$ cat src/verilog/cc_pkg.sv
// Constants and types shared by the comparator control block
package cc_pkg;

    // Chip variants, which differ in field layout
    typedef enum logic [1:0] {
        CC_BASE,
        CC_LOWV,
        CC_SMALL
    } cc_variant_e;

    // Source of a comparator's non-inverting input
    typedef enum logic [1:0] {
        CC_SRC_PIN,
        CC_SRC_LADDER,
        CC_SRC_FIXED
    } cc_src_e;

    // Register byte offsets
    localparam logic [7:0] CC_OFS_CONFIG = 8'h00;
    localparam logic [7:0] CC_OFS_REF = 8'h04;
    localparam logic [7:0] CC_OFS_RESULT = 8'h08;
    localparam logic [7:0] CC_OFS_FLAG = 8'h0C;

    // Configuration word fields
    localparam int CC_CFG_W = 10;
    localparam int CC_CFG_EN1 = 0;
    localparam int CC_CFG_EN2 = 1;
    localparam int CC_CFG_INV1 = 2;
    localparam int CC_CFG_INV2 = 3;
    localparam int CC_CFG_CHG1 = 4;
    localparam int CC_CFG_CHG2 = 5;
    localparam int CC_CFG_INT1 = 6;
    localparam int CC_CFG_INT2 = 7;
    localparam int CC_CFG_FIX1 = 8;
    localparam int CC_CFG_FIX2 = 9;
    localparam logic [9:0] CC_CFG_RST = 10'h000;
    localparam logic [9:0] CC_CFG_MASK_BASE = 10'h05F;
    localparam logic [9:0] CC_CFG_MASK_LOWV = 10'h3FF;
    localparam logic [9:0] CC_CFG_MASK_SMALL = 10'h3BF;

    // Reference byte fields
    localparam int CC_REF_LADDER_EN = 7;
    localparam int CC_REF_SHORT = 5;
    localparam logic [7:0] CC_REF_RST = 8'h00;
    localparam logic [7:0] CC_REF_MASK_LARGE = 8'hAF;
    localparam logic [7:0] CC_REF_MASK_SMALL = 8'h9F;

    // Ladder: taps in 32nds of supply, bottom resistor adds a quarter
    localparam int CC_LADDER_STEPS = 32;
    localparam logic [5:0] CC_LADDER_BOTTOM = 6'h08;
    localparam int CC_BOTTOM_RATIO = 8;

    // Fixed references in millivolts
    localparam logic [10:0] CC_FIXED_LOWV_MV = 11'h4B0;
    localparam logic [10:0] CC_FIXED_SMALL_MV = 11'h400;

    // Flag register
    localparam int CC_FLAG_CHANGE = 0;

    // Bundle towards the analogue macro
    typedef struct packed {
        logic cmp1_enable;
        logic cmp2_enable;
        cc_src_e cmp1_src;
        cc_src_e cmp2_src;
        logic ladder_enable;
        logic ladder_short;
        logic [4:0] ladder_tap;
        logic [5:0] ladder_level;
        logic [10:0] fixed_mv;
    } cc_ana_s;

endpackage

$ cat src/verilog/cc_comparator_control.sv
// Comparator control: APB registers, input muxing, result and change flag
// Functional notes
// - Config bit 0 enables comparator one
// - Bit 1: both on base, else comparator two
// - Bits 2,3 invert each reported output
// - Result bit0 comparator one, bit1 two
// - Base: bit 4 flags either change
// - Other variants: bits 4,5 per comparator
// - Enabled change sets flag, usable for interrupt
// - Enabled change wakes device from sleep
// - Base bit 6: pins or ladder
// - Low-voltage bits 6,7: pin or internal
// - Low-voltage bits 8,9: ladder or 1.2V
// - Small bits 8,9 select 1.024V reference
// - Reference bit 7 enables the ladder
// - Larger variants: bit 5 shorts bottom resistor
// - Larger variants: bits 3:0 pick 16 taps
// - Small variant: bits 4:0 pick 32 taps
// - Level is tap/32, plus quarter supply on larger variants unless shorted
// - Bottom resistor is eight unit resistors
`timescale 1ns/100ps
`default_nettype none
module cc_comparator_control
    import cc_pkg::*;
#(
    parameter cc_variant_e VARIANT = CC_BASE
) (
    input wire logic pclk,
    input wire logic presetn,
    input wire logic psel,
    input wire logic penable,
    input wire logic pwrite,
    input wire logic [7:0] paddr,
    input wire logic [31:0] pwdata,
    output logic [31:0] prdata,
    output logic pready,
    output logic pslverr,
    input wire logic [1:0] cmp_raw,
    input wire logic sleep_active,
    output cc_ana_s ana_ctrl,
    output logic [1:0] cmp_result,
    output logic change_flag,
    output logic wake_req
);

    // Writable bits per variant; reserved bits are never stored
    function automatic logic [9:0] cfg_mask(input cc_variant_e v);
        unique case (v)
            CC_BASE: cfg_mask = CC_CFG_MASK_BASE;
            CC_LOWV: cfg_mask = CC_CFG_MASK_LOWV;
            CC_SMALL: cfg_mask = CC_CFG_MASK_SMALL;
        endcase
    endfunction

    function automatic logic [7:0] ref_mask(input cc_variant_e v);
        unique case (v)
            CC_SMALL: ref_mask = CC_REF_MASK_SMALL;
            CC_BASE, CC_LOWV: ref_mask = CC_REF_MASK_LARGE;
        endcase
    endfunction

    // Input source from the pin/internal bit and the fixed bit
    function automatic cc_src_e pick_src(input logic internal,
                                         input logic fixed);
        if (!internal) begin
            pick_src = CC_SRC_PIN;
        end else if (fixed) begin
            pick_src = CC_SRC_FIXED;
        end else begin
            pick_src = CC_SRC_LADDER;
        end
    endfunction

    logic [9:0] cfg_reg;
    logic [7:0] ref_reg;
    logic flag_reg;
    logic [31:0] rdata_reg;
    logic [1:0] sync1_reg;
    logic [1:0] sync2_reg;
    logic [1:0] prev_reg;
    logic prev_valid_reg;
    logic wake_reg;
    logic [1:0] cmp_on;
    logic [1:0] result_next;
    logic [1:0] mon_mask;
    logic change_ev;
    logic setup_ph;
    logic access_ph;
    logic addr_hit;
    logic wr_cfg;
    logic wr_ref;
    logic clr_flag;
    logic [31:0] rd_mux;

    // APB phase decode; the slave never inserts wait states
    assign setup_ph = psel && !penable;
    assign access_ph = psel && penable;
    assign addr_hit = (paddr == CC_OFS_CONFIG) || (paddr == CC_OFS_REF) ||
                      (paddr == CC_OFS_RESULT) || (paddr == CC_OFS_FLAG);
    assign pready = 1'b1;
    assign pslverr = access_ph && !addr_hit;
    assign wr_cfg = access_ph && pwrite && (paddr == CC_OFS_CONFIG);
    assign wr_ref = access_ph && pwrite && (paddr == CC_OFS_REF);
    assign clr_flag = access_ph && pwrite && (paddr == CC_OFS_FLAG) &&
                      pwdata[CC_FLAG_CHANGE];

    // Configuration word; base bits 5 and 7 read zero
    always_ff @(posedge pclk or negedge presetn) begin
        if (!presetn) begin
            cfg_reg <= CC_CFG_RST;
        end else if (wr_cfg) begin
            cfg_reg <= pwdata[CC_CFG_W-1:0] & cfg_mask(VARIANT);
        end
    end

    // Reference byte; tap width depends on variant
    always_ff @(posedge pclk or negedge presetn) begin
        if (!presetn) begin
            ref_reg <= CC_REF_RST;
        end else if (wr_ref) begin
            ref_reg <= pwdata[7:0] & ref_mask(VARIANT);
        end
    end

    // Read data captured in the setup cycle so prdata is a flop
    always_comb begin
        rd_mux = 32'h0000_0000;
        unique case (paddr)
            CC_OFS_CONFIG: rd_mux[CC_CFG_W-1:0] = cfg_reg;
            CC_OFS_REF: rd_mux[7:0] = ref_reg;
            CC_OFS_RESULT: rd_mux[1:0] = result_next;
            CC_OFS_FLAG: rd_mux[CC_FLAG_CHANGE] = flag_reg;
            default: rd_mux = 32'h0000_0000;
        endcase
    end

    always_ff @(posedge pclk or negedge presetn) begin
        if (!presetn) begin
            rdata_reg <= 32'h0000_0000;
        end else if (setup_ph && !pwrite) begin
            rdata_reg <= rd_mux;
        end
    end
    assign prdata = rdata_reg;

    // Comparator enables; base bit 1 turns both on
    always_comb begin
        cmp_on[0] = cfg_reg[CC_CFG_EN1];
        cmp_on[1] = cfg_reg[CC_CFG_EN2];
        if (VARIANT == CC_BASE) begin
            cmp_on[0] = cfg_reg[CC_CFG_EN1] || cfg_reg[CC_CFG_EN2];
        end
    end

    // Two-stage synchroniser on the asynchronous analogue outputs
    always_ff @(posedge pclk or negedge presetn) begin
        if (!presetn) begin
            sync1_reg <= 2'h0;
            sync2_reg <= 2'h0;
        end else begin
            sync1_reg <= cmp_raw;
            sync2_reg <= sync1_reg;
        end
    end

    // Reported value: inverted as if inputs swapped, zero when off
    function automatic logic [1:0] sync_result();
        sync_result[0] = cmp_on[0] &&
                         (sync2_reg[0] ^ cfg_reg[CC_CFG_INV1]);
        sync_result[1] = cmp_on[1] &&
                         (sync2_reg[1] ^ cfg_reg[CC_CFG_INV2]);
    endfunction

    // Procedural call: a bare assign of a no-argument call never re-runs
    always_comb begin
        result_next = sync_result();
    end

    // Result output held in flops
    always_ff @(posedge pclk or negedge presetn) begin
        if (!presetn) begin
            cmp_result <= 2'h0;
        end else begin
            cmp_result <= result_next;
        end
    end

    // Which comparators are watched for changes
    always_comb begin
        if (VARIANT == CC_BASE) begin
            mon_mask = {2{cfg_reg[CC_CFG_CHG1]}};
        end else begin
            mon_mask = {cfg_reg[CC_CFG_CHG2], cfg_reg[CC_CFG_CHG1]};
        end
    end
    // per-comparator masking is the else branch

    // Previous value; the first sample after reset is not a change
    always_ff @(posedge pclk or negedge presetn) begin
        if (!presetn) begin
            prev_reg <= 2'h0;
            prev_valid_reg <= 1'b0;
        end else begin
            prev_reg <= result_next;
            prev_valid_reg <= 1'b1;
        end
    end

    // Toggling invert or enable also counts: the reported value moved
    assign change_ev = prev_valid_reg &&
                       |((prev_reg ^ result_next) & mon_mask);

    // Sticky flag; a change in the clear cycle wins
    always_ff @(posedge pclk or negedge presetn) begin
        if (!presetn) begin
            flag_reg <= 1'b0;
        end else if (change_ev) begin
            flag_reg <= 1'b1;
        end else if (clr_flag) begin
            flag_reg <= 1'b0;
        end
    end
    assign change_flag = flag_reg;

    // Wake pulse only while the core sleeps
    always_ff @(posedge pclk or negedge presetn) begin
        if (!presetn) begin
            wake_reg <= 1'b0;
        end else begin
            wake_reg <= change_ev && sleep_active;
        end
    end
    assign wake_req = wake_reg;

    // Analogue control bundle
    always_comb begin
        ana_ctrl = '0;
        ana_ctrl.cmp1_enable = cmp_on[0];
        ana_ctrl.cmp2_enable = cmp_on[1];
        ana_ctrl.ladder_enable = ref_reg[CC_REF_LADDER_EN];
        unique case (VARIANT)
            CC_BASE: begin
                // Pins 3 and 2, or both on ladder
                ana_ctrl.cmp1_src = cfg_reg[CC_CFG_INT1] ?
                                    CC_SRC_LADDER : CC_SRC_PIN;
                ana_ctrl.cmp2_src = ana_ctrl.cmp1_src;
                ana_ctrl.fixed_mv = 11'h000;
            end
            CC_LOWV: begin
                ana_ctrl.cmp1_src = pick_src(cfg_reg[CC_CFG_INT1],
                                             cfg_reg[CC_CFG_FIX1]);
                ana_ctrl.cmp2_src = pick_src(cfg_reg[CC_CFG_INT2],
                                             cfg_reg[CC_CFG_FIX2]);
                ana_ctrl.fixed_mv = CC_FIXED_LOWV_MV;
            end
            CC_SMALL: begin
                // Comparator one has no pin choice here
                ana_ctrl.cmp1_src = pick_src(1'b1, cfg_reg[CC_CFG_FIX1]);
                ana_ctrl.cmp2_src = pick_src(cfg_reg[CC_CFG_INT2],
                                             cfg_reg[CC_CFG_FIX2]);
                ana_ctrl.fixed_mv = CC_FIXED_SMALL_MV;
            end
        endcase
        if (VARIANT == CC_SMALL) begin
            ana_ctrl.ladder_tap = ref_reg[4:0];
            ana_ctrl.ladder_short = 1'b1;
            ana_ctrl.ladder_level = {1'b0, ref_reg[4:0]};
        end else begin
            ana_ctrl.ladder_tap = {1'b0, ref_reg[3:0]};
            ana_ctrl.ladder_short = ref_reg[CC_REF_SHORT];
            // Bottom 8-unit resistor lifts level by 8/32
            ana_ctrl.ladder_level = {2'b00, ref_reg[3:0]} +
                (ref_reg[CC_REF_SHORT] ? 6'h00 : CC_LADDER_BOTTOM);
        end
        // Level in 32nds of supply
    end

    // Enable follows config bit 0
    property p_en1;
        @(posedge pclk) disable iff (!presetn)
        (cfg_reg[CC_CFG_EN1] |-> ana_ctrl.cmp1_enable);
    endproperty
    a_en1: assert property (p_en1)
        else $error("comparator one not enabled");

    property p_en2_base;
        @(posedge pclk) disable iff (!presetn)
        (VARIANT == CC_BASE && cfg_reg[CC_CFG_EN2]) |->
            (ana_ctrl.cmp1_enable && ana_ctrl.cmp2_enable);
    endproperty
    a_en2_base: assert property (p_en2_base)
        else $error("base bit 1 did not enable both");

    property p_invert;
        @(posedge pclk) disable iff (!presetn)
        cmp_on[0] |=>
            (cmp_result[0] ==
             ($past(sync2_reg[0]) ^ $past(cfg_reg[CC_CFG_INV1])));
    endproperty
    a_invert: assert property (p_invert)
        else $error("comparator one result wrong");

    property p_off_zero;
        @(posedge pclk) disable iff (!presetn)
        (!cmp_on[1]) |=> (cmp_result[1] == 1'b0);
    endproperty
    a_off_zero: assert property (p_off_zero)
        else $error("disabled comparator reads nonzero");

    property p_flag_set;
        @(posedge pclk) disable iff (!presetn)
        change_ev |=> change_flag;
    endproperty
    a_flag_set: assert property (p_flag_set)
        else $error("change did not set flag");

    property p_flag_sticky;
        @(posedge pclk) disable iff (!presetn)
        (change_flag && !clr_flag) |=> change_flag;
    endproperty
    a_flag_sticky: assert property (p_flag_sticky)
        else $error("flag dropped without clear");

    property p_no_mon;
        @(posedge pclk) disable iff (!presetn)
        (mon_mask == 2'h0) |-> !change_ev;
    endproperty
    a_no_mon: assert property (p_no_mon)
        else $error("change flagged while disabled");

    property p_wake;
        @(posedge pclk) disable iff (!presetn)
        (change_ev && sleep_active) |=> wake_req ##1
            (wake_req == $past(change_ev && sleep_active));
    endproperty
    a_wake: assert property (p_wake)
        else $error("wake pulse missing");

    property p_level;
        @(posedge pclk) disable iff (!presetn)
        (VARIANT != CC_SMALL && !ref_reg[CC_REF_SHORT]) |->
            (ana_ctrl.ladder_level == {2'b00, ref_reg[3:0]} + 6'h08);
    endproperty
    a_level: assert property (p_level)
        else $error("ladder level wrong");

    property p_ladder_en;
        @(posedge pclk) disable iff (!presetn)
        wr_ref |=> (ana_ctrl.ladder_enable ==
                    $past(pwdata[CC_REF_LADDER_EN]));
    endproperty
    a_ladder_en: assert property (p_ladder_en)
        else $error("ladder enable not taken");

    // Unwatched comparator one cannot raise a change on its own
    property p_mon_sep;
        @(posedge pclk) disable iff (!presetn)
        (VARIANT != CC_BASE && !cfg_reg[CC_CFG_CHG1] &&
         (prev_reg[1] == result_next[1])) |-> !change_ev;
    endproperty
    a_mon_sep: assert property (p_mon_sep)
        else $error("unwatched comparator flagged");

    property p_src_base;
        @(posedge pclk) disable iff (!presetn)
        (VARIANT == CC_BASE) |->
            (ana_ctrl.cmp2_src == ana_ctrl.cmp1_src &&
             ana_ctrl.cmp1_src == (cfg_reg[CC_CFG_INT1] ?
                                   CC_SRC_LADDER : CC_SRC_PIN));
    endproperty
    a_src_base: assert property (p_src_base)
        else $error("base input source wrong");

    property p_fixed_small;
        @(posedge pclk) disable iff (!presetn)
        (VARIANT == CC_SMALL && cfg_reg[CC_CFG_FIX1]) |->
            (ana_ctrl.cmp1_src == CC_SRC_FIXED &&
             ana_ctrl.fixed_mv == CC_FIXED_SMALL_MV);
    endproperty
    a_fixed_small: assert property (p_fixed_small)
        else $error("small fixed reference not chosen");

    // No bottom resistor on the small part: level is the tap itself
    property p_tap_small;
        @(posedge pclk) disable iff (!presetn)
        (VARIANT == CC_SMALL) |->
            (ana_ctrl.ladder_level == {1'b0, ref_reg[4:0]});
    endproperty
    a_tap_small: assert property (p_tap_small)
        else $error("small ladder level wrong");

endmodule
`default_nettype wire

$ cat config.mk
export PLATFORM = sky130hd
export DESIGN_NAME = cc_comparator_control
export DESIGN_NICKNAME = d
export VERILOG_FILES = /design/src/verilog/cc_pkg.sv /design/src/verilog/cc_comparator_control.sv
export SDC_FILE = /design/constraint.sdc
export NUM_CORES = 1
export LEC_CHECK = 0
export CORE_ASPECT_RATIO = 1.25
export CORE_UTILIZATION = 55
export CTS_CLUSTER_SIZE = 40
export DETAILED_ROUTE_END_ITERATION = 7
export DONT_BUFFER_PORTS = 1
export PLACE_DENSITY = 0.7
export SLEW_MARGIN = 25
export SYNTH_ARGS = -nofsm -noshare
export SYNTH_HDL_FRONTEND = slang
export SYNTH_SLANG_ARGS = --single-unit
$ cat constraint.sdc
create_clock -name pclk -period 2.7 [get_ports pclk]
set_input_delay 0.54 -clock pclk [delete_from_list [all_inputs] [get_ports pclk]]
set_output_delay 0.54 -clock pclk [all_outputs]
set_load 0.01 [all_outputs]
Word level (Yosys, flattened, before mapping)
Cells that the tools add are included.
{"block": "totals", "register_bits": 29, "out_inout_bits": 68, "word_cells": 47, "in_bits": 48}
{"block": "classes", "mux": 7, "n_reduce_logical": 23, "n_bitwise": 4, "eq_ne": 3, "addsub": 1}
{"cell": "== test 8 x 4 -> 1 bit (second input constant)", "n": 2}
{"cell": "logical AND 1 bit", "n": 13}
{"cell": "case mux 6 bit (2 select lines)", "n": 1}
{"cell": "== test 8 x 3 -> 1 bit (second input constant)", "n": 1}
{"cell": "logical NOT 8 bit", "n": 1}
{"cell": "adder 4 x 4 -> 5 bit", "n": 1}
{"cell": "logical OR 1 bit", "n": 4}
{"cell": "two-way mux 4 bit", "n": 1}
{"cell": "case mux 1 bit (4 select lines)", "n": 1}
{"cell": "logical NOT 1 bit", "n": 3}
{"cell": "two-way mux 1 bit", "n": 3}
{"cell": "case mux 1 bit (3 select lines)", "n": 1}
{"cell": "bitwise AND 2 bit", "n": 1}
{"cell": "nonzero test 2 bit", "n": 1}
{"cell": "OR reduction 2 bit", "n": 1}
{"cell": "bitwise XOR 1 bit", "n": 2}
{"cell": "bitwise XOR 2 bit", "n": 1}

Depth between registers and ports, before layout
{"block": "logic_depth", "word_depth": 7, "ltp_mapped": 5, "depth_no_buf": 4}

Least setup slack after synthesis
No wires, ideal clock.
{"block": "synth_timing", "path_kind": "input to register", "start": "in paddr[7]", "end": "reg cfg_reg[0]", "setup_time_ns": 0.125, "t_required_ns": 2.575, "cell_stages": 5, "n_path_buf": 1, "path_slack_ns": 0.437, "arrival_ns": 2.139, "cell_sequence": "or4_1 or2_1 buf_2 nor4_4 mux2_2"}
{"block": "synth_via", "elab_chain_cells": 2}
{"element": "start, declared", "line_no": "cc_comparator_control.sv:33", "source": "input wire logic [7:0] paddr,"}
{"element": "logical NOT 8 bit", "line_no": "cc_comparator_control.sv:102", "source": "assign wr_cfg = access_ph && pwrite && (paddr == CC_OFS_CONFIG);"}
{"element": "logical AND 1 bit", "line_no": "cc_comparator_control.sv:102"}
{"element": "end signal, assigned", "line_no": "cc_comparator_control.sv:112", "source": "cfg_reg <= pwdata[CC_CFG_W-1:0] & cfg_mask(VARIANT);"}
{"element": "end, declared", "line_no": "cc_comparator_control.sv:74", "source": "logic [9:0] cfg_reg;"}
No other way between the ends.
A chain may end at the register's enable or synchronous reset.

Worst setup path in the final report
{"block": "layout_timing", "start": "in paddr[7]", "end": "out pslverr"}
{"block": "layout_via", "elab_chain_cells": 6, "word_cells_on_any_way": 9, "cone_classes": "eq/ne: 3; reduce/logical: 6"}
{"element": "== test 8 x 3 -> 1 bit / logical NOT 8 bit (equally long branches)", "line_no": "cc_comparator_control.sv:98", "source": "assign addr_hit = (paddr == CC_OFS_CONFIG) || (paddr == CC_OFS_REF) ||"}
{"element": "logical OR 1 bit (2 in series)", "line_no": "cc_comparator_control.sv:98"}
{"element": "logical OR 1 bit (*)", "line_no": "cc_comparator_control.sv:99", "source": "(paddr == CC_OFS_RESULT) || (paddr == CC_OFS_FLAG);"}
{"element": "logical NOT 1 bit (*)", "line_no": "cc_comparator_control.sv:101", "source": "assign pslverr = access_ph && !addr_hit;"}
{"element": "logical AND 1 bit (*)", "line_no": "cc_comparator_control.sv:101"}
{"element": "end, declared", "line_no": "cc_comparator_control.sv:37", "source": "output logic pslverr,"}
Every way passes the cells marked *; elsewhere a longest branch is shown, timed or not.

==> flow_summary.json <==
{
  "avgSynthCellArea_um2": 10.76,
  "fin_ws_ns": 0.4478,
  "synth_top_area_share_pct": 45.56,
  "cts-htree-levels": 2,
  "synth-edff-count": 0,
  "path_depth": 3,
  "die_y_um": 62.17,
  "drive_gt1_share_pct": 18.92,
  "path_buf_inv": 0,
  "place_congestion": 0.7694,
  "crit_fanout": 6,
  "grt_pass1_vias": 831,
  "clk_pin_slew_worst_paths_ns": 0.09,
  "vias": 890,
  "num_io_pins": 116,
  "finalSetupTns_ns": 0,
  "cts_max_path_buffers": 2,
  "synth.distinct_cells": 35,
  "use_met2_pct": 27.00,
  "area_growth_pct": -4.478,
  "run_status": "finished clean",
  "reg2reg_to": "prdata[0]",
  "ys.flop_type": "dfrtp_1",
  "ir_drop_mv": 0.4616,
  "final_nets": 196,
  "setup_viol": 0,
  "r2r-start": "cfg_reg[1]",
  "slew_violations": 0,
  "numPortBuffers": 0,
  "period_share_pct": 83.42,
  "wl_per_cell_um": 13.73,
  "place_ws_ns": 0.3439,
  "cpMaxStageDelayCell": "or4_1",
  "leakagePower_nw": 0.7796,
  "fin_hold_ws_ns": 0.02315,
  "final-hold-violation-count": 0,
  "crit_start": "paddr[7]",
  "ff2ff_setup_slack_ns": 1.28,
  "largest_reg_flops": 8,
  "max_stage_delay_ns": 0.54,
  "final_common_cell": "conb_1",
  "hold_path.class": "primary input to asynchronous set/reset pin",
  "cts_sinks": 29,
  "row_count": 21,
  "dp_hpwl_mm": 1.969,
  "antenna_found_initial": 0,
  "ys.warnings.count": 0,
  "synth_seq_cells": 29,
  "drt_iter0_drc": 5,
  "root_buffer": "clkbuf_4",
  "gr-total-overflow": 0,
  "initial_core_util_pct": 58.85,
  "cts_setup_buffers": 0,
  "use_met3_pct": 7.598,
  "rsz0062_at_grt": "no",
  "die_area_um2": 3116,
  "die_x_um": 50.13,
  "antenna_left": 0,
  "synth.cell_area_um2": 1593,
  "final_cell_mix": "41 x conb_1, 29 x dfrtp_1, 12 x mux2_2, 11 x nand2_1, 6 x nor2_1",
  "synth-seq-area-share_pct": 45.56,
  "viasPerCell": 4.890,
  "synth_cells": 148,
  "synthTopCellsByArea": "dfrtp_1 46%, buf_4 22%, mux2_2 8.5%",
  "cts_tree": "done",
  "ys_async_sr_fraction_pct": 100.0,
  "reg2reg_depth": 3,
  "drc": 0,
  "critPathRequiredTime_ns": 2.16,
  "worstPathArrival_ns": 1.71,
  "drv_cap": 0,
  "firstDrtPassIters": 4,
  "track_usage_pct": 18.19,
  "routed_wl_mm": 2.499,
  "power_density_nw_per_um2": 522.0,
  "path_delay_family": "simple AND/OR/NAND/NOR gates",
  "busiest_layer": "met2",
  "insertion_delay_ns": 0.32,
  "min_period_ns": 2.252,
  "grtUsageMet1_pct": 20.66,
  "critPathLaunchType": "primary input",
  "critical_path.cell_chain": "or4_1, or2_1, and3_2",
  "crit_type": "primary input to output port",
  "critical_path.endpoint_type": "output port",
  "numCtsBuffers": 5,
  "antenna_cells": 0,
  "fmax_mhz": 444.0,
  "critPathCapture": "pslverr",
  "core_area_um2": 2706,
  "synth.largest_area_cell": "dfrtp_1",
  "grt_first_pass_wirelength_mm": 4.002,
  "grt_max_degree": 30,
  "fin_skew_ns": 0.007686
}
-- stage by stage --
step                      utilization [%]  cells  total power [mW]  area [µm²]
after detailed placement            52.89    173            0.5002        1431
final                               56.22    182            0.7943        1521
after floorplan                         -    187            0.5435        1739
after global placement              52.89    173            0.4994        1431
after CTS                           56.22    182            0.8066        1521
after global routing                56.22    182            0.8280        1521
-- worst min path at each step --
stage | from | to | slack [ns] | cells past startpoint
after floorplan | presetn | cfg_reg[0] | 0.24 | 0
after global placement | presetn | sync1_reg[1] | 0.25 | 0
after detailed placement | presetn | sync1_reg[1] | 0.25 | 0
after CTS | presetn | sync1_reg[1] | 0.01 | 1
after global routing | presetn | prev_valid_reg | 0.01 | 1
final | presetn | prev_valid_reg | 0.02 | 1
-- cells by family (layout without fill, tap and decap cells) --
logic type,count (synthesis),count (layout),synth area share [%]
buffers and inverters,52,13,23.17
and+or+nand+nor,31,31,11.31
DFF,29,29,45.56
muxes,16,16,11.00
AOI/OAI and AO/OA,15,15,6.600
other,2,41,0.4715
xor gates and xnor gates,2,2,1.100
adders and majority gates,1,1,0.7854
-- synth_stat cells (all sizes together), types with 2 or more instances --
| master | instances |
|---|---|
| buf | 47 |
| dfrtp | 29 |
| mux2 | 12 |
| nand2 | 11 |
| nor2 | 6 |
| mux2i | 4 |
| o21ai | 4 |
| a22o | 3 |
| inv | 3 |
| nand3 | 3 |
| and3 | 2 |
| clkbuf | 2 |
| conb | 2 |
| or2 | 2 |
| or4 | 2 |
-- final cells by class --
type,count,area (µm²)
clock inverter,1,5.005
tap,34,42.54
fill,250,1185
sequential,29,725.7
multi-input combinational,106,644.4
timing repair buffer,2,27.53
inverter,3,11.26
clock buffer,7,65.06
-- where the power goes --
part | internal, mW | switching, mW | leakage [nW] | total [mW]
clock | 0.151 | 0.141 | 0.0413 | 0.291
combinational | 0.0126 | 0.0423 | 0.350 | 0.0549
sequential | 0.441 | 0.00688 | 0.388 | 0.448
total | 0.604 | 0.190 | 0.780 | 0.794
-- layer usage --
| metal | up-vias | part of all wire [%] |
|---|---|---|
| met5 | - | 0 |
| met4 | 0 | 2.3 |
| met3 | 6 | 11 |
| met2 | 58 | 49 |
| met1 | 413 | 38 |
| li1 | 413 | - |
-- repair_timing --
action,4_1_cts,5_1_grt
endpoints found under the hold margin,29,0
hold buffers,1,0
gates resized for setup,0,0
(Power assumes the default switching activity.)
